===== src/rtl/mcas_pkg.sv =====
package mcas_pkg;
  // ==========================================================
  // Sizes.
  localparam int NCHAN = 20;
  localparam int NCORE = 3;
  localparam int NDED = 2;
  localparam int NSRC = 5;
  localparam int NCMP = 4;
  localparam int NFLT = 4;
  localparam int SMP_W = 12;
  localparam int DATA_W = 16;
  localparam int ST_W = 9;
  // ==========================================================
  // Register byte offsets.
  localparam logic [7:0] OFS_CTRL = 8'h00;
  localparam logic [7:0] OFS_SWTRIG = 8'h04;
  localparam logic [7:0] OFS_FORMAT = 8'h08;
  localparam logic [7:0] OFS_STATUS = 8'h0C;
  localparam logic [7:0] OFS_MASK = 8'h10;
  localparam logic [7:0] OFS_PEND = 8'h14;
  localparam logic [7:0] OFS_CORECFG = 8'h18;
  localparam logic [7:0] OFS_TRIGSEL = 8'h24;
  localparam logic [7:0] OFS_CMP = 8'h30;
  localparam logic [7:0] OFS_FLT = 8'h40;
  localparam logic [7:0] OFS_RESULT = 8'h80;
  // ==========================================================
  // Field positions.
  localparam int CTRL_EN_BIT = 0;
  localparam int CFG_DIV_LSB = 0;
  localparam int CFG_SAMC_LSB = 8;
  localparam int CFG_RES_LSB = 20;
  localparam int PEND_BUSY_LSB = 24;
  localparam int TSEL_STRIDE = 4;
  localparam int TSEL_PER_REG = 8;
  localparam int UNIT_MODE_LSB = 8;
  localparam int UNIT_EN_BIT = 15;
  localparam int UNIT_HI_LSB = 16;
  localparam int ST_CMP_LSB = 0;
  localparam int ST_FLT_LSB = 4;
  localparam int ST_CONV_BIT = 8;
  // ==========================================================
  // Reset values.
  localparam logic [1:0] RES_RST = 2'h3;
  localparam logic [6:0] DIV_RST = 7'h00;
  localparam logic [9:0] SAMC_RST = 10'h000;
  // ==========================================================
  // Types.
  typedef struct packed {
    logic [1:0] res;
    logic [9:0] samc;
    logic [6:0] div;
  } mcas_corecfg_type;
  typedef struct packed {
    logic valid;
    logic [4:0] chan;
    logic [15:0] data;
  } mcas_result_type;
  typedef enum logic [1:0] {
    CMP_GE = 2'b00,
    CMP_LT = 2'b01,
    CMP_EQ = 2'b10,
    CMP_NE = 2'b11
  } mcas_cmpmode_type;
  typedef struct packed {
    logic on;
    mcas_cmpmode_type mode;
    logic [4:0] chan;
    logic [15:0] thr;
  } mcas_cmpcfg_type;
  typedef struct packed {
    logic on;
    logic [1:0] ratio;
    logic [4:0] chan;
  } mcas_fltcfg_type;
  typedef enum logic [1:0] {
    CORE_IDLE = 2'b00,
    CORE_SAMPLE = 2'b01,
    CORE_CONVERT = 2'b10
  } mcas_corest_type;
  // ==========================================================
  // Resolution code to bit count: 6, 8, 10 or 12.
  function automatic logic [3:0] resBits(input logic [1:0] code);
    return 4'h6 + {1'b0, code, 1'b0};
  endfunction : resBits
  // Divider code to source clocks per core clock period.
  function automatic logic [7:0] divPeriod(input logic [6:0] code);
    return (code < 7'h02) ? 8'h02 : {code, 1'b0};
  endfunction : divPeriod
endpackage : mcas_pkg


===== src/rtl/mcas_result_ram.sv =====
`timescale 1ns/1ps
module mcas_result_ram #(
  parameter int DEPTH = 20,
  parameter int WIDTH = 16,
  parameter int NWR = 3,
  parameter int AW = $clog2(DEPTH)
) (
  // Clock and reset.
  input wire logic clk,
  input wire logic rst_n,
  // Write ports, one per converter core.
  input wire logic [NWR-1:0] wrEn,
  input wire logic [NWR-1:0][AW-1:0] wrAddr,
  input wire logic [NWR-1:0][WIDTH-1:0] wrData,
  // Registered read port.
  input wire logic [AW-1:0] rdAddr,
  output logic [WIDTH-1:0] rdData
);
  logic [DEPTH-1:0][WIDTH-1:0] mem_q;
  logic [DEPTH-1:0][WIDTH-1:0] mem_d;
  logic [WIDTH-1:0] rdData_q;
  logic [WIDTH-1:0] rdData_d;

  // Each core owns a disjoint set of inputs, so ports never collide.
  always_comb begin
    mem_d = mem_q;
    for (int p = 0; p < NWR; p++) begin
      if (wrEn[p] && (int'(wrAddr[p]) < DEPTH)) begin
        mem_d[wrAddr[p]] = wrData[p];
      end
    end
    rdData_d = (int'(rdAddr) < DEPTH) ? mem_q[rdAddr] : '0;
  end

  // Storage and read register.
  always_ff @(posedge clk or negedge rst_n) begin
    if (!rst_n) begin
      mem_q <= '0;
      rdData_q <= '0;
    end else begin
      mem_q <= mem_d;
      rdData_q <= rdData_d;
    end
  end

  assign rdData = rdData_q;
endmodule : mcas_result_ram


===== src/rtl/mcas_sar_core.sv =====
`timescale 1ns/1ps
module mcas_sar_core (
  // Clock and reset.
  input wire logic clk,
  input wire logic rst_n,
  // Configuration and start request.
  input wire mcas_pkg::mcas_corecfg_type cfg,
  input wire logic start,
  input wire logic [4:0] startChan,
  input wire logic startSigned,
  // Sample word from the front end.
  input wire logic [11:0] sampleIn,
  // State and result.
  output logic busy,
  output logic sampling,
  output logic [4:0] sampleChan,
  output mcas_pkg::mcas_result_type result
);
  mcas_pkg::mcas_corest_type state_q, state_d;
  mcas_pkg::mcas_corecfg_type cfg_q, cfg_d;
  mcas_pkg::mcas_result_type res_q, res_d;
  logic [7:0] divCnt_q, divCnt_d;
  logic [10:0] perCnt_q, perCnt_d;
  logic [4:0] chan_q, chan_d;
  logic sgn_q, sgn_d;
  logic [11:0] smp_q, smp_d;
  logic tick;
  logic [3:0] bits;
  logic [15:0] raw;
  logic [15:0] half;

  // ==========================================================
  // Sample, then resolve one bit per core clock period.
  always_comb begin
    state_d = state_q;
    cfg_d = cfg_q;
    chan_d = chan_q;
    sgn_d = sgn_q;
    smp_d = smp_q;
    perCnt_d = perCnt_q;
    res_d = res_q;
    res_d.valid = 1'b0;
    // core clock divider
    tick = divCnt_q == mcas_pkg::divPeriod(cfg_q.div) - 8'h01;
    divCnt_d = tick ? 8'h00 : divCnt_q + 8'h01;
    // configurable resolution
    bits = mcas_pkg::resBits(cfg_q.res);
    raw = 16'(smp_q >> (4'hC - bits));
    half = 16'h0001 << (bits - 4'h1);
    unique case (state_q)
      mcas_pkg::CORE_IDLE: begin
        divCnt_d = 8'h00;
        // latch channel settings
        if (start) begin
          state_d = mcas_pkg::CORE_SAMPLE;
          cfg_d = cfg;
          chan_d = startChan;
          sgn_d = startSigned;
          perCnt_d = 11'h000;
        end
      end
      mcas_pkg::CORE_SAMPLE: begin
        // sample time in periods
        if (tick) begin
          if (perCnt_q == {1'b0, cfg_q.samc} + 11'h001) begin
            smp_d = sampleIn;
            perCnt_d = 11'h000;
            state_d = mcas_pkg::CORE_CONVERT;
          end else begin
            perCnt_d = perCnt_q + 11'h001;
          end
        end
      end
      mcas_pkg::CORE_CONVERT: begin
        if (tick) begin
          if (perCnt_q == {7'h00, bits} - 11'h001) begin
            res_d.valid = 1'b1;
            res_d.chan = chan_q;
            // signed or unsigned result
            res_d.data = sgn_q ? raw - half : raw;
            state_d = mcas_pkg::CORE_IDLE;
          end else begin
            perCnt_d = perCnt_q + 11'h001;
          end
        end
      end
      default: state_d = mcas_pkg::CORE_IDLE;
    endcase
  end

  // State registers.
  always_ff @(posedge clk or negedge rst_n) begin
    if (!rst_n) begin
      state_q <= mcas_pkg::CORE_IDLE;
      cfg_q <= '{res: mcas_pkg::RES_RST, samc: mcas_pkg::SAMC_RST,
                 div: mcas_pkg::DIV_RST};
      res_q <= '0;
      divCnt_q <= 8'h00;
      perCnt_q <= 11'h000;
      chan_q <= 5'h00;
      sgn_q <= 1'b0;
      smp_q <= 12'h000;
    end else begin
      state_q <= state_d;
      cfg_q <= cfg_d;
      res_q <= res_d;
      divCnt_q <= divCnt_d;
      perCnt_q <= perCnt_d;
      chan_q <= chan_d;
      sgn_q <= sgn_d;
      smp_q <= smp_d;
    end
  end

  assign busy = state_q != mcas_pkg::CORE_IDLE;
  assign sampling = state_q == mcas_pkg::CORE_SAMPLE;
  assign sampleChan = chan_q;
  assign result = res_q;
endmodule : mcas_sar_core


===== src/rtl/mcas_sequencer.sv =====
`timescale 1ns/1ps
// How it works
// Two dedicated cores, one shared core.
// Three inputs may sample at once.
// Shared core serves lowest pending input first.
// Each input selects its own trigger.
// Twenty inputs, each with 16-bit result.
// Result lands in that input's register.
// Results also feed matching comparators, filters.
// Core uses channel format and number.
// Signed or unsigned format per input.
// Triggers from timers, logic, pin, software.
// Four comparators, own interrupt each.
// Four oversampling filters, own interrupt each.
// Resolution is software set, 12 max.
// Core clock divides source by code; the divider uses twice the code, at least 2.
// Sample time code plus two periods.
// Resolution code: 6, 8, 10, 12.
// Busy-core requests stay pending, rearbitrated.
module mcas_sequencer #(
  parameter int NCHAN = mcas_pkg::NCHAN
) (
  // Clock and reset.
  input wire logic clk,
  input wire logic reset_n,
  // Avalon-MM register slave.
  input wire logic [7:0] address,
  input wire logic read,
  input wire logic write,
  input wire logic [31:0] writedata,
  output logic [31:0] readdata,
  output logic waitrequest,
  // Trigger source events, asynchronous to clk.
  input wire logic [mcas_pkg::NSRC-1:0] trigIn,
  // Front end: sample word in, input select out, per core.
  input wire logic [2:0][11:0] coreSample,
  output logic [2:0][4:0] sampleChan,
  output logic [2:0] sampling,
  // Interrupts.
  output logic [3:0] cmpIrq,
  output logic [3:0] fltIrq,
  output logic irq
);
  localparam int NC = mcas_pkg::NCORE;
  localparam int ND = mcas_pkg::NDED;
  localparam int SW = mcas_pkg::ST_W;

  if (NCHAN <= ND || NCHAN > 24) begin : g_chk
    $error("NCHAN must lie between 3 and 24");
  end

  logic [1:0] rstSync_q;
  logic rst_n;
  logic [mcas_pkg::NSRC-1:0] trigMeta_q, trigSync_q, trigPrev_q;
  logic [mcas_pkg::NSRC-1:0] trigEdge;
  logic ack_q, ack_d, en_q, en_d, resSel_q, resSel_d, wrEn;
  logic [31:0] rdReg_q, rdReg_d, rd;
  logic [NCHAN-1:0] fmt_q, fmt_d, swTrig, chTrig;
  logic [NCHAN-1:0] pend_q, pend_d, take;
  logic [SW-1:0] mask_q, mask_d, st_q, st_d, stClr, stEv;
  logic [NCHAN-1:0][2:0] tsel_q, tsel_d;
  mcas_pkg::mcas_corecfg_type [NC-1:0] cfg_q, cfg_d;
  mcas_pkg::mcas_cmpcfg_type [3:0] cmp_q, cmp_d;
  mcas_pkg::mcas_fltcfg_type [3:0] flt_q, flt_d;
  logic [3:0][23:0] acc_q, acc_d;
  logic [3:0][7:0] cnt_q, cnt_d;
  logic [3:0][15:0] fOut_q, fOut_d;
  logic [3:0] cmpEv, fltEv;
  logic [NC-1:0] coreStart, coreBusy, resValid;
  logic [NC-1:0][4:0] coreChan, resChan;
  logic [NC-1:0][15:0] resData;
  mcas_pkg::mcas_result_type [NC-1:0] coreRes;
  logic [15:0] ramData;
  logic [4:0] shChan;
  logic [23:0] sum;
  logic [8:0] ratioN;
  logic hit;

  // ==========================================================
  // Reset release and trigger synchronisers.
  always_ff @(posedge clk or negedge reset_n) begin
    if (!reset_n) begin
      rstSync_q <= 2'h0;
    end else begin
      rstSync_q <= {rstSync_q[0], 1'b1};
    end
  end
  assign rst_n = rstSync_q[1];

  // Two stages, then a rising-edge detector on the second.
  always_ff @(posedge clk or negedge rst_n) begin
    if (!rst_n) begin
      trigMeta_q <= '0;
      trigSync_q <= '0;
      trigPrev_q <= '0;
    end else begin
      trigMeta_q <= trigIn;
      trigSync_q <= trigMeta_q;
      trigPrev_q <= trigSync_q;
    end
  end
  assign trigEdge = trigSync_q & ~trigPrev_q;

  // ==========================================================
  // Register slave: one wait cycle, then the access completes.
  always_comb begin
    ack_d = (read | write) & ~ack_q;
    wrEn = write & ack_q;
    en_d = en_q;
    fmt_d = fmt_q;
    mask_d = mask_q;
    cfg_d = cfg_q;
    tsel_d = tsel_q;
    cmp_d = cmp_q;
    flt_d = flt_q;
    swTrig = '0;
    stClr = '0;
    rd = 32'h0000_0000;
    if (wrEn) begin
      case (address)
        mcas_pkg::OFS_CTRL: en_d = writedata[mcas_pkg::CTRL_EN_BIT];
        // software trigger
        mcas_pkg::OFS_SWTRIG: swTrig = writedata[NCHAN-1:0];
        // per-input format
        mcas_pkg::OFS_FORMAT: fmt_d = writedata[NCHAN-1:0];
        mcas_pkg::OFS_STATUS: stClr = writedata[SW-1:0];
        mcas_pkg::OFS_MASK: mask_d = writedata[SW-1:0];
        default: ;
      endcase
      for (int i = 0; i < NC; i++) begin
        // resolution code field
        if (address == mcas_pkg::OFS_CORECFG + 8'(4 * i)) begin
          cfg_d[i].div = writedata[mcas_pkg::CFG_DIV_LSB +: 7];
          cfg_d[i].samc = writedata[mcas_pkg::CFG_SAMC_LSB +: 10];
          cfg_d[i].res = writedata[mcas_pkg::CFG_RES_LSB +: 2];
        end
      end
      for (int c = 0; c < NCHAN; c++) begin
        if (address == mcas_pkg::OFS_TRIGSEL +
            8'(4 * (c / mcas_pkg::TSEL_PER_REG))) begin
          tsel_d[c] = writedata[mcas_pkg::TSEL_STRIDE *
                                (c % mcas_pkg::TSEL_PER_REG) +: 3];
        end
      end
      for (int k = 0; k < 4; k++) begin
        if (address == mcas_pkg::OFS_CMP + 8'(4 * k)) begin
          cmp_d[k] = {writedata[mcas_pkg::UNIT_EN_BIT],
                      writedata[mcas_pkg::UNIT_MODE_LSB +: 2],
                      writedata[4:0], writedata[mcas_pkg::UNIT_HI_LSB +: 16]};
        end
        if (address == mcas_pkg::OFS_FLT + 8'(4 * k)) begin
          flt_d[k] = {writedata[mcas_pkg::UNIT_EN_BIT],
                      writedata[mcas_pkg::UNIT_MODE_LSB +: 2], writedata[4:0]};
        end
      end
    end
    case (address)
      mcas_pkg::OFS_CTRL: rd[mcas_pkg::CTRL_EN_BIT] = en_q;
      mcas_pkg::OFS_FORMAT: rd[NCHAN-1:0] = fmt_q;
      mcas_pkg::OFS_STATUS: rd[SW-1:0] = st_q;
      mcas_pkg::OFS_MASK: rd[SW-1:0] = mask_q;
      mcas_pkg::OFS_PEND: begin
        rd[NCHAN-1:0] = pend_q;
        rd[mcas_pkg::PEND_BUSY_LSB +: NC] = coreBusy;
      end
      default: ;
    endcase
    for (int i = 0; i < NC; i++) begin
      if (address == mcas_pkg::OFS_CORECFG + 8'(4 * i)) begin
        rd[mcas_pkg::CFG_DIV_LSB +: 7] = cfg_q[i].div;
        rd[mcas_pkg::CFG_SAMC_LSB +: 10] = cfg_q[i].samc;
        rd[mcas_pkg::CFG_RES_LSB +: 2] = cfg_q[i].res;
      end
    end
    for (int c = 0; c < NCHAN; c++) begin
      if (address == mcas_pkg::OFS_TRIGSEL +
          8'(4 * (c / mcas_pkg::TSEL_PER_REG))) begin
        rd[mcas_pkg::TSEL_STRIDE * (c % mcas_pkg::TSEL_PER_REG) +: 3] =
          tsel_q[c];
      end
    end
    for (int k = 0; k < 4; k++) begin
      if (address == mcas_pkg::OFS_CMP + 8'(4 * k)) begin
        rd = {cmp_q[k].thr, cmp_q[k].on, 5'h00, cmp_q[k].mode,
              3'h0, cmp_q[k].chan};
      end
      if (address == mcas_pkg::OFS_FLT + 8'(4 * k)) begin
        rd = {fOut_q[k], flt_q[k].on, 5'h00, flt_q[k].ratio,
              3'h0, flt_q[k].chan};
      end
    end
    resSel_d = resSel_q;
    rdReg_d = rdReg_q;
    if (ack_d && read) begin
      resSel_d = address[7] && (int'(address[6:2]) < NCHAN);
      rdReg_d = rd;
    end
  end

  // Register file and read data.
  always_ff @(posedge clk or negedge rst_n) begin
    if (!rst_n) begin
      ack_q <= 1'b0;
      en_q <= 1'b0;
      fmt_q <= '0;
      mask_q <= '0;
      tsel_q <= '0;
      cmp_q <= '0;
      flt_q <= '0;
      resSel_q <= 1'b0;
      rdReg_q <= 32'h0000_0000;
      for (int i = 0; i < NC; i++) begin
        cfg_q[i] <= '{res: mcas_pkg::RES_RST, samc: mcas_pkg::SAMC_RST,
                      div: mcas_pkg::DIV_RST};
      end
    end else begin
      ack_q <= ack_d;
      en_q <= en_d;
      fmt_q <= fmt_d;
      mask_q <= mask_d;
      tsel_q <= tsel_d;
      cmp_q <= cmp_d;
      flt_q <= flt_d;
      cfg_q <= cfg_d;
      resSel_q <= resSel_d;
      rdReg_q <= rdReg_d;
    end
  end
  assign waitrequest = (read | write) & ~ack_q;
  assign readdata = resSel_q ? {16'h0000, ramData} : rdReg_q;

  // ==========================================================
  // Trigger selection, pending requests and arbitration.
  always_comb begin
    for (int c = 0; c < NCHAN; c++) begin
      // per-input trigger source
      chTrig[c] = en_q & (swTrig[c] | ((tsel_q[c] != 3'h0) &&
                  (tsel_q[c] <= 3'(mcas_pkg::NSRC)) &&
                  trigEdge[tsel_q[c] - 3'h1]));
    end
    take = '0;
    coreStart = '0;
    // dedicated cores start independently
    for (int i = 0; i < ND; i++) begin
      coreChan[i] = 5'(i);
      if (en_q && pend_q[i] && !coreBusy[i]) begin
        coreStart[i] = 1'b1;
        take[i] = 1'b1;
      end
    end
    // lowest pending input wins
    shChan = 5'(ND);
    for (int c = NCHAN - 1; c >= ND; c--) begin
      if (pend_q[c]) begin
        shChan = 5'(c);
      end
    end
    coreChan[ND] = shChan;
    if (en_q && (|pend_q[NCHAN-1:ND]) && !coreBusy[ND]) begin
      coreStart[ND] = 1'b1;
      take[shChan] = 1'b1;
    end
    // busy requests stay pending
    pend_d = ((pend_q & ~take) | chTrig) & {NCHAN{en_q}};
  end

  // Pending request flags.
  always_ff @(posedge clk or negedge rst_n) begin
    if (!rst_n) begin
      pend_q <= '0;
    end else begin
      pend_q <= pend_d;
    end
  end

  // ==========================================================
  // two dedicated cores and one shared core
  for (genvar g = 0; g < NC; g++) begin : g_core
    mcas_sar_core u_core (
      .clk(clk),
      .rst_n(rst_n),
      .cfg(cfg_q[g]),
      .start(coreStart[g]),
      .startChan(coreChan[g]),
      .startSigned(fmt_q[coreChan[g]]),
      .sampleIn(coreSample[g]),
      .busy(coreBusy[g]),
      .sampling(sampling[g]),
      .sampleChan(sampleChan[g]),
      .result(coreRes[g])
    );
    assign resValid[g] = coreRes[g].valid;
    assign resChan[g] = coreRes[g].chan;
    assign resData[g] = coreRes[g].data;
  end

  // one 16-bit result per input
  mcas_result_ram #(
    .DEPTH(NCHAN),
    .WIDTH(mcas_pkg::DATA_W),
    .NWR(NC),
    .AW(5)
  ) u_ram (
    .clk(clk),
    .rst_n(rst_n),
    .wrEn(resValid),
    // input's own word
    .wrAddr(resChan),
    .wrData(resData),
    .rdAddr(address[6:2]),
    .rdData(ramData)
  );

  // ==========================================================
  // comparators and filters watch results
  always_comb begin
    acc_d = acc_q;
    cnt_d = cnt_q;
    fOut_d = fOut_q;
    cmpEv = '0;
    fltEv = '0;
    sum = 24'h00_0000;
    ratioN = 9'h000;
    hit = 1'b0;
    for (int k = 0; k < 4; k++) begin
      for (int g = 0; g < NC; g++) begin
        // comparator on assigned input
        if (cmp_q[k].on && resValid[g] && resChan[g] == cmp_q[k].chan) begin
          unique case (cmp_q[k].mode)
            mcas_pkg::CMP_GE: hit = resData[g] >= cmp_q[k].thr;
            mcas_pkg::CMP_LT: hit = resData[g] < cmp_q[k].thr;
            mcas_pkg::CMP_EQ: hit = resData[g] == cmp_q[k].thr;
            mcas_pkg::CMP_NE: hit = resData[g] != cmp_q[k].thr;
          endcase
          cmpEv[k] = cmpEv[k] | hit;
        end
        // accumulate 4, 16, 64 or 256 samples
        if (flt_q[k].on && resValid[g] && resChan[g] == flt_q[k].chan) begin
          sum = acc_q[k] + {8'h00, resData[g]};
          ratioN = 9'h004 << {flt_q[k].ratio, 1'b0};
          if ({1'b0, cnt_q[k]} == ratioN - 9'h001) begin
            fOut_d[k] = 16'(sum >> ({1'b0, flt_q[k].ratio} + 3'h1));
            acc_d[k] = 24'h00_0000;
            cnt_d[k] = 8'h00;
            fltEv[k] = 1'b1;
          end else begin
            acc_d[k] = sum;
            cnt_d[k] = cnt_q[k] + 8'h01;
          end
        end
      end
      if (!flt_q[k].on) begin
        acc_d[k] = 24'h00_0000;
        cnt_d[k] = 8'h00;
      end
    end
    stEv = '0;
    stEv[mcas_pkg::ST_CMP_LSB +: 4] = cmpEv;
    stEv[mcas_pkg::ST_FLT_LSB +: 4] = fltEv;
    stEv[mcas_pkg::ST_CONV_BIT] = |resValid;
    // A new event wins over a same-cycle clear.
    st_d = (st_q & ~stClr) | stEv;
  end

  // Filter state and sticky status.
  always_ff @(posedge clk or negedge rst_n) begin
    if (!rst_n) begin
      acc_q <= '0;
      cnt_q <= '0;
      fOut_q <= '0;
      st_q <= '0;
    end else begin
      acc_q <= acc_d;
      cnt_q <= cnt_d;
      fOut_q <= fOut_d;
      st_q <= st_d;
    end
  end
  assign cmpIrq = st_q[mcas_pkg::ST_CMP_LSB +: 4] &
                  mask_q[mcas_pkg::ST_CMP_LSB +: 4];
  assign fltIrq = st_q[mcas_pkg::ST_FLT_LSB +: 4] &
                  mask_q[mcas_pkg::ST_FLT_LSB +: 4];
  assign irq = |(st_q & mask_q);
endmodule : mcas_sequencer


===== config.mk =====
export PLATFORM = sky130hd
export DESIGN_NAME = mcas_sequencer
export DESIGN_NICKNAME = d
export VERILOG_FILES = /design/src/rtl/mcas_pkg.sv /design/src/rtl/mcas_result_ram.sv /design/src/rtl/mcas_sar_core.sv /design/src/rtl/mcas_sequencer.sv
export SDC_FILE = /design/constraint.sdc
export NUM_CORES = 2
export LEC_CHECK = 0
export BUFFER_PORTS_ARGS = -buffer_cell sky130_fd_sc_hd__buf_2
export CAP_MARGIN = 20
export CORE_MARGIN = 2
export CORE_UTILIZATION = 41
export CTS_BUF_LIST = sky130_fd_sc_hd__clkbuf_4
export CTS_CLUSTER_SIZE = 30
export DETAILED_ROUTE_END_ITERATION = 10
export PLACE_DENSITY = 0.66
export SYNTH_ARGS = -nofsm -noshare
export SYNTH_HDL_FRONTEND = slang
export SYNTH_SLANG_ARGS = --single-unit

===== constraint.sdc =====
create_clock -name clk -period 98.3 [get_ports clk]
set_input_delay 0 -clock clk [delete_from_list [all_inputs] [get_ports clk]]
set_output_delay 0 -clock clk [all_outputs]
set_load 0.05 [all_outputs]

==> Word level (Yosys, flattened, before mapping) <==
Index checks and enable logic that the tools add are counted.
{ "totals": {"reg_bits": 1105, "output_inout_bits": 60, "wordCells": 973} }
{ "op_classes": {"addsub": 71, "order_cmp": 77, "n_eq_ne": 112, "shifts": 22, "mux": 309, "n_bitwise": 65, "reduce_logical": 181} }
{ "ops": {"columns": ["operator", "n"], "rows": [
  ["2-to-1 mux 24 bit", 28],
  ["bitwise mux 320 bit", 2],
  ["2-to-1 mux 320 bit", 2],
  ["2-to-1 mux 16 bit", 32],
  ["adder 24 x 16 -> 24 bit", 12],
  ["2-to-1 mux 32 bit", 9],
  ["right shift 24 x 3 -> 16 bit", 12],
  ["2-to-1 mux 8 bit", 29],
  ["2-to-1 mux 22 bit", 9],
  ["== test 16 bit", 12],
  [">= comparator 16 bit", 12],
  ["less-than comparator 16 bit", 12],
  ["inequality test 16 bit", 12],
  ["2-to-1 mux 11 bit", 15],
  ["logical AND 1 bit", 101],
  ["case mux 11 bit (3 select lines)", 3],
  ["2-to-1 mux 5 bit", 18],
  ["binary-select mux 16 bit (select 5 bit)", 1],
  ["demux 16 bit (select 5 bit)", 1],
  ["less-than comparator 3 x 4 -> 1 bit, second input constant", 20],
  ["2-to-1 mux 1 bit", 69],
  ["nonzero test 3 bit", 23],
  ["== test 11 bit", 6],
  ["== test 8 x 6 -> 1 bit, second input constant", 8],
  ["75 further kinds", 389]
]} }

==> Logic depth before layout (Yosys ltp) <==
{ "logic_depth": {"ltp_word": 28, "depth_mapped": 19} }

==> Cells and area by module <==
From an unflattened synthesis, not the netlist that was laid out.
{ "hier_totals": {"hier_cells": 9498, "hier_area_um2": 85066.6} }
{ "modules_own_cells": {"columns": ["mod", "n_inst", "cells_each", "area_per_inst_um2"], "rows": [
  ["mcas_sequencer", 1, 5739, 48850.6],
  ["mcas_result_ram", 1, 2312, 21440.6],
  ["mcas_sar_core (g_core[2].u_core)", 1, 483, 4992.3],
  ["mcas_sar_core (g_core[1].u_core)", 1, 482, 4901.0],
  ["mcas_sar_core (g_core[0].u_core)", 1, 482, 4882.2]
]} }

==> Least setup slack after synthesis <==
OpenSTA, ideal clock, no wires.
{ "synth_timing": {"path_kind": "reg2reg", "start": "register g_core[0].u_core.cfg_q[17] (netlist bit)", "end": "register g_core[0].u_core.res_q (netlist bit g_core[0].u_core.result[15])", "arrival_time_ns": 4.473, "t_required_ns": 98.205, "path_slack_ns": 93.731, "path_stages_with_launch": 17, "path_buffers": 4, "synth_period_minus_slack_ns": 4.569, "path_cell_list": "dfstp_2 > clkbuf_1 > clkbuf_1 > inv_1 > ha_1 > clkbuf_1 > clkbuf_1 > mux4_2 > ha_1 > o31ai_1 > a21boi_1 > o31ai_1 > a21boi_0 > o21a_1 > o21bai_1 > xnor2_1 > o31ai_1"} }
{ "synth_via": {"elab_chain_len": 5, "elab_cells_between_ends": 10} }
{ "synth_lines": {"columns": ["element", "line", "rtl"], "rows": [
  ["start: declaration", "mcas_sar_core.sv:20", "mcas_pkg::mcas_corecfg_type cfg_q, cfg_d;"],
  ["start signal: assignment", "mcas_sar_core.sv:95", "cfg_q <= '{res: mcas_pkg::RES_RST, samc: mcas_pkg::SAMC_RST,"],
  ["start signal: assignment", "mcas_sar_core.sv:105", "cfg_q <= cfg_d;"],
  ["adder 3 x 3 -> 4 bit *", "mcas_pkg.sv:83", "return 4'h6 + {1'b0, code, 1'b0};"],
  ["subtractor 4 bit / subtractor 4 x 1 -> 4 bit (equally long branches)", "mcas_sar_core.sv:48, mcas_sar_core.sv:49", null],
  ["right shift 12 x 4 -> 16 bit / << shifter 1 x 4 -> 16 bit (equally long branches)", "mcas_sar_core.sv:48, mcas_sar_core.sv:49", null],
  ["subtractor 16 bit", "mcas_sar_core.sv:80", "res_d.data = sgn_q ? raw - half : raw;"],
  ["2-to-1 mux 16 bit", "mcas_sar_core.sv:80", null],
  ["end signal: assignment", "mcas_sar_core.sv:106", "res_q <= res_d;"],
  ["end: declaration", "mcas_sar_core.sv:21", "mcas_pkg::mcas_result_type res_q, res_d;"]
]} }
Mark *: on every way between the ends. The rest lies on a longest branch, timed or not.
A chain may end at the register's enable or synchronous reset.

==> Final worst setup path <==
{ "layout_timing": {"start": "register g_core[2].u_core.cfg_q[17] (netlist bit)", "end": "register g_core[2].u_core.res_q (netlist bit g_core[2].u_core.result[11])"} }
{ "layout_via": {"elab_chain_len": 5, "elab_cells_between_ends": 10} }
{ "layout_lines": {"columns": ["element", "line"], "rows": [
  ["start: declaration", "mcas_sar_core.sv:20"],
  ["start signal: assignment", "mcas_sar_core.sv:95"],
  ["start signal: assignment", "mcas_sar_core.sv:105"],
  ["adder 3 x 3 -> 4 bit *", "mcas_pkg.sv:83"],
  ["subtractor 4 bit / subtractor 4 x 1 -> 4 bit (equally long branches)", "mcas_sar_core.sv:48, mcas_sar_core.sv:49"],
  ["right shift 12 x 4 -> 16 bit / << shifter 1 x 4 -> 16 bit (equally long branches)", "mcas_sar_core.sv:48, mcas_sar_core.sv:49"],
  ["subtractor 16 bit", "mcas_sar_core.sv:80"],
  ["2-to-1 mux 16 bit", "mcas_sar_core.sv:80"],
  ["end signal: assignment", "mcas_sar_core.sv:106"],
  ["end: declaration", "mcas_sar_core.sv:21"]
]} }
Marked as above.

==> results.py <==
metrics = {
    "critical_path": {
        "critPathBufInv": 2,
        "critical_path_class": "register to register",
        "worst-path-max-fanout": 20,
        "slowest_stage": "dfstp_2",
        "crit_top_cell": "o31ai_1",
        "end_kind": "register",
        "start_kind": "register",
        "cpPeakStageDelay_ps": 760,
        "crit_chain": "inv_1, ha_1, mux2_2, o21ai_0, inv_1, ha_1, o31ai_1, a21boi_1, o31ai_1, nand2_1, and3b_1, o31ai_1, o21ai_0, mux2_2",
        "cp.required_ps": 99570,
        "arrival_ps": 6150,
        "critPathTopFamily": "compound AO/OA/AOI/OAI gates",
    },
    "timing": {
        "finalSetupTns_ps": 0,
        "final.period_utilization_pct": 4.96,
        "fmax_ghz": 0.205,
        "worst_pin_slew_ps": 1180,
        "setup_violations": 0,
        "period_minus_slack_ps": 4870,
        "setup_ws_ps": 93430,
        "finClkSkew_ps": 121,
        "rsz0062_at_grt": "false",
        "drv_slew": 0,
        "slew_headroom_pct": 20.6,
        "hold_violations": 0,
    },
    "clock_tree": {
        "post-cts-setup-buffers": 0,
        "cts_sinks": 1089,
        "root_buffer": "clkbuf_4",
        "cts_tree": "built",
        "clk_pin_slew_worst_paths_ps": 70,
        "cts_inserted_buffers": 328,
        "clkLatencyLatePin_ps": 1410,
        "cts_max_path_buffers": 4,
        "h-tree-depth": 5,
    },
    "floorplan": {
        "ios": 145,
        "num_rows": 160,
        "die_x_um": 442,
        "core-area_sq_um": 190000,
        "die_h_um": 442,
        "dieArea_sq_um": 195000,
        "initial_core_util_pct": 41.3,
    },
    "route": {
        "detail-route-antenna-nets": 0,
        "drc": 0,
        "routed_wl_um": 313000,
        "avgViaCountPerCell": 6.38,
        "drtPass1Iterations": 9,
        "drt_iter0_drc": 8535,
        "post_drt_wl_per_cell_um": 27.4,
        "vias": 72945,
    },
    "synthesis": {
        "syn_avg_cell_area_sq_um": 9.48,
        "syn_area_sq_um": 78500,
        "synth.distinct_cells": 101,
        "yosys_register_bits": 1089,
        "async_flop_share_pct": 100,
        "synth_top_area_share_pct": 34.3,
        "yosysWarnings": 0,
        "synth.area.top_cells": "dfrtp_1 (34%), mux2_2 (10%), ha_1 (8.3%), mux4_2 (4.6%), o21ai_0 (4.0%)",
        "syn_inst": 8280,
        "synth-edff-count": 0,
        "yosys.area.top_type": "dfrtp_1",
        "ys_seq_area_share_pct": 34.7,
        "yosys_most_used_dff": "dfrtp_1",
    },
    "layout": {
        "layout-drive-gt1-share_pct": 20.1,
        "syn_to_final_growth_pct": 12.6,
        "final_util_pct": 46.5,
        "nNetsFinal": 9291,
    },
    "pwr": {
        "leakage_nw": 40.4,
        "ir_drop_v": 0.0000122,
        "pwr_density_cell_nw_per_um2": 12.2,
        "total_power_mw": 1.08,
    },
    "grt": {
        "grt_use_total_pct": 31.5,
        "antenna_found_initial": 39,
        "grt_pass1_wl_um": 460000,
        "grt_pass1_vias": 69704,
        "grt_max_degree": 184,
        "gr-total-overflow": 0,
    },
    "run_status": {
        "outcome": "complete, no violations",
    },
    "place": {
        "gp_congestion": 1.02,
        "port_buffers": 135,
        "dpl.hpwl_um": 219000,
        "dp_slack_ps": 93480,
    },
    "worst_hold_path": {
        "min_path_type": "input port to register",
    },
    "job": {
        "maxCapViolCount": 0,
    },
}
==> timing repair <==
action                                  4_1_cts  5_1_grt
hold buffers                                233        0
resized for setup                             0        0
hold endpoints to repair                    397        0
endpoints found under the setup margin        0        0
==> final timing paths <==
kind	start	endpoint	slack, ps	depth (start not counted)
min reg2reg	trigSync_q[2]$_DFF_PN0_	trigPrev_q[2]$_DFF_PN0_	350	0
min in group asynchronous	rstSync_q[1]$_DFF_PN0_	g_core[2].u_core.perCnt_q[3]$_DFFE_PN0P_	430	0
max	g_core[2].u_core.cfg_q[17]$_DFFE_PN1P_	g_core[2].u_core.result[11]$_DFFE_PN0P_	93430	14
max in group asynchronous	rstSync_q[1]$_DFF_PN0_	g_core[1].u_core.result[11]$_DFFE_PN0P_	93920	4
min	address[0]	en_q$_DFFE_PN0P_	170	5
max reg2reg	g_core[2].u_core.cfg_q[17]$_DFFE_PN1P_	g_core[2].u_core.result[11]$_DFFE_PN0P_	93430	14
==> power by group <==
part	switching, mW	total, mW	internal [mW]
clock network	0.218	0.453	0.234
registers	0.0234	0.484	0.461
logic	0.0874	0.141	0.0531
==> cell families after synthesis <==
logic type | after synthesis | share of synthesized area (%)
AOI/OAI and AO/OA | 2201 | 18.1
xor gates and xnor gates | 366 | 4.08
adders and majority gates | 531 | 8.58
buffers and inverters | 776 | 3.83
DFF | 1089 | 34.7
muxes | 1029 | 16.8
other | 2 | 0.00957
and+or+nand+nor | 2286 | 13.8
==> worst reg2reg max path, cell delays in order (launching register included) <==
cell      delay (ps)
dfstp_2          760
inv_1            220
ha_1             740
mux2_2           400
o21ai_0          290
inv_1            110
ha_1             340
o31ai_1          400
a21boi_1         170
o31ai_1          340
nand2_1          170
and3b_1          200
o31ai_1          210
o21ai_0          130
mux2_2           290
==> through the flow <==
| stage | area, sq um | std cells | hold slack (ps) |
|---|---|---|---|
| after global placement | 81700 | 10607 | -185 |
| final | 88400 | 11437 | 172 |
| after global routing | 88400 | 11426 | 134 |
| after detailed placement | 81800 | 10612 | -184 |
| after CTS | 88200 | 11399 | 25.4 |
| after floorplan | 78500 | 8288 | -296 |
==> synthesized netlist by cell type, types with 57 or more instances <==
master	count
a21o_1	113
mux2_2	701
clkbuf_1	418
inv_1	279
a31oi_1	96
nand3_1	190
nor3_1	133
mux4_2	161
o21a_1	60
o211ai_1	91
a211oi_1	116
and2_1	57
nor2b_1	73
ha_1	519
a22oi_1	92
o31ai_1	69
a21oi_1	455
nor2_1	518
dfrtp_1	1077
o21ai_0	628
nand4_1	117
nand2_1	804
nand2b_1	63
xnor2_1	199
xor2_1	167
mux2i_1	167
and3_1	88
==> routing by layer <==
metal  wire [um]  GRT usage, %  vias up
met5         196             0        -
met4       24000          20.5       26
met3       32800          8.56     1118
met2      134000          46.5     4246
met1      123000          40.4    35873
li1            -             -    31682
==> area by class of cell <==
| type | count | area (sq um) |
|---|---|---|
| fillers | 17850 | 102000 |
| diodes | 27 | 67.6 |
| repair buffers | 550 | 4530 |
| inverters | 283 | 1060 |
| flip-flops and latches | 1089 | 27300 |
| clock buffers | 471 | 3540 |
| clock inverters | 83 | 487 |
| well taps | 2511 | 3140 |
| multi-input cells | 6423 | 48300 |
==> placed cells by master, fill, tap and decap left out, types with 51 or more instances in the layout <==
master,netlist,final
a211oi_1,116,116
a21o_1,113,113
a21oi_1,455,455
a22oi_1,92,92
a31oi_1,96,96
and2_1,57,57
and3_1,88,88
buf_2,13,134
buf_4,14,169
clkbuf_4,0,472
clkinv_1,3,62
dfrtp_1,1077,1065
dlygate4sd3_1,0,231
ha_1,519,519
inv_1,279,276
mux2_2,701,701
mux2i_1,167,167
mux4_2,161,161
nand2_1,804,804
nand2b_1,63,63
nand3_1,190,190
nand4_1,117,117
nor2_1,518,512
nor2b_1,73,70
nor3_1,133,128
o211ai_1,91,91
o21a_1,60,60
o21ai_0,628,628
o22ai_1,51,51
o31ai_1,69,69
xnor2_1,199,199
xor2_1,167,167
==> registers in the layout, summed over array words and instances, names as in the netlist, 36 cells and up <==
register / flops
g_core.u_core.smp_q: 36
g_core.u_core.result: 57
fOut_q: 64
acc_q: 80
cfg_q: 57
cmp_q: 96
u_ram.mem_q: 320
tsel_q: 60
g_core.u_core.cfg_q: 57
(Power assumes the default switching activity.)
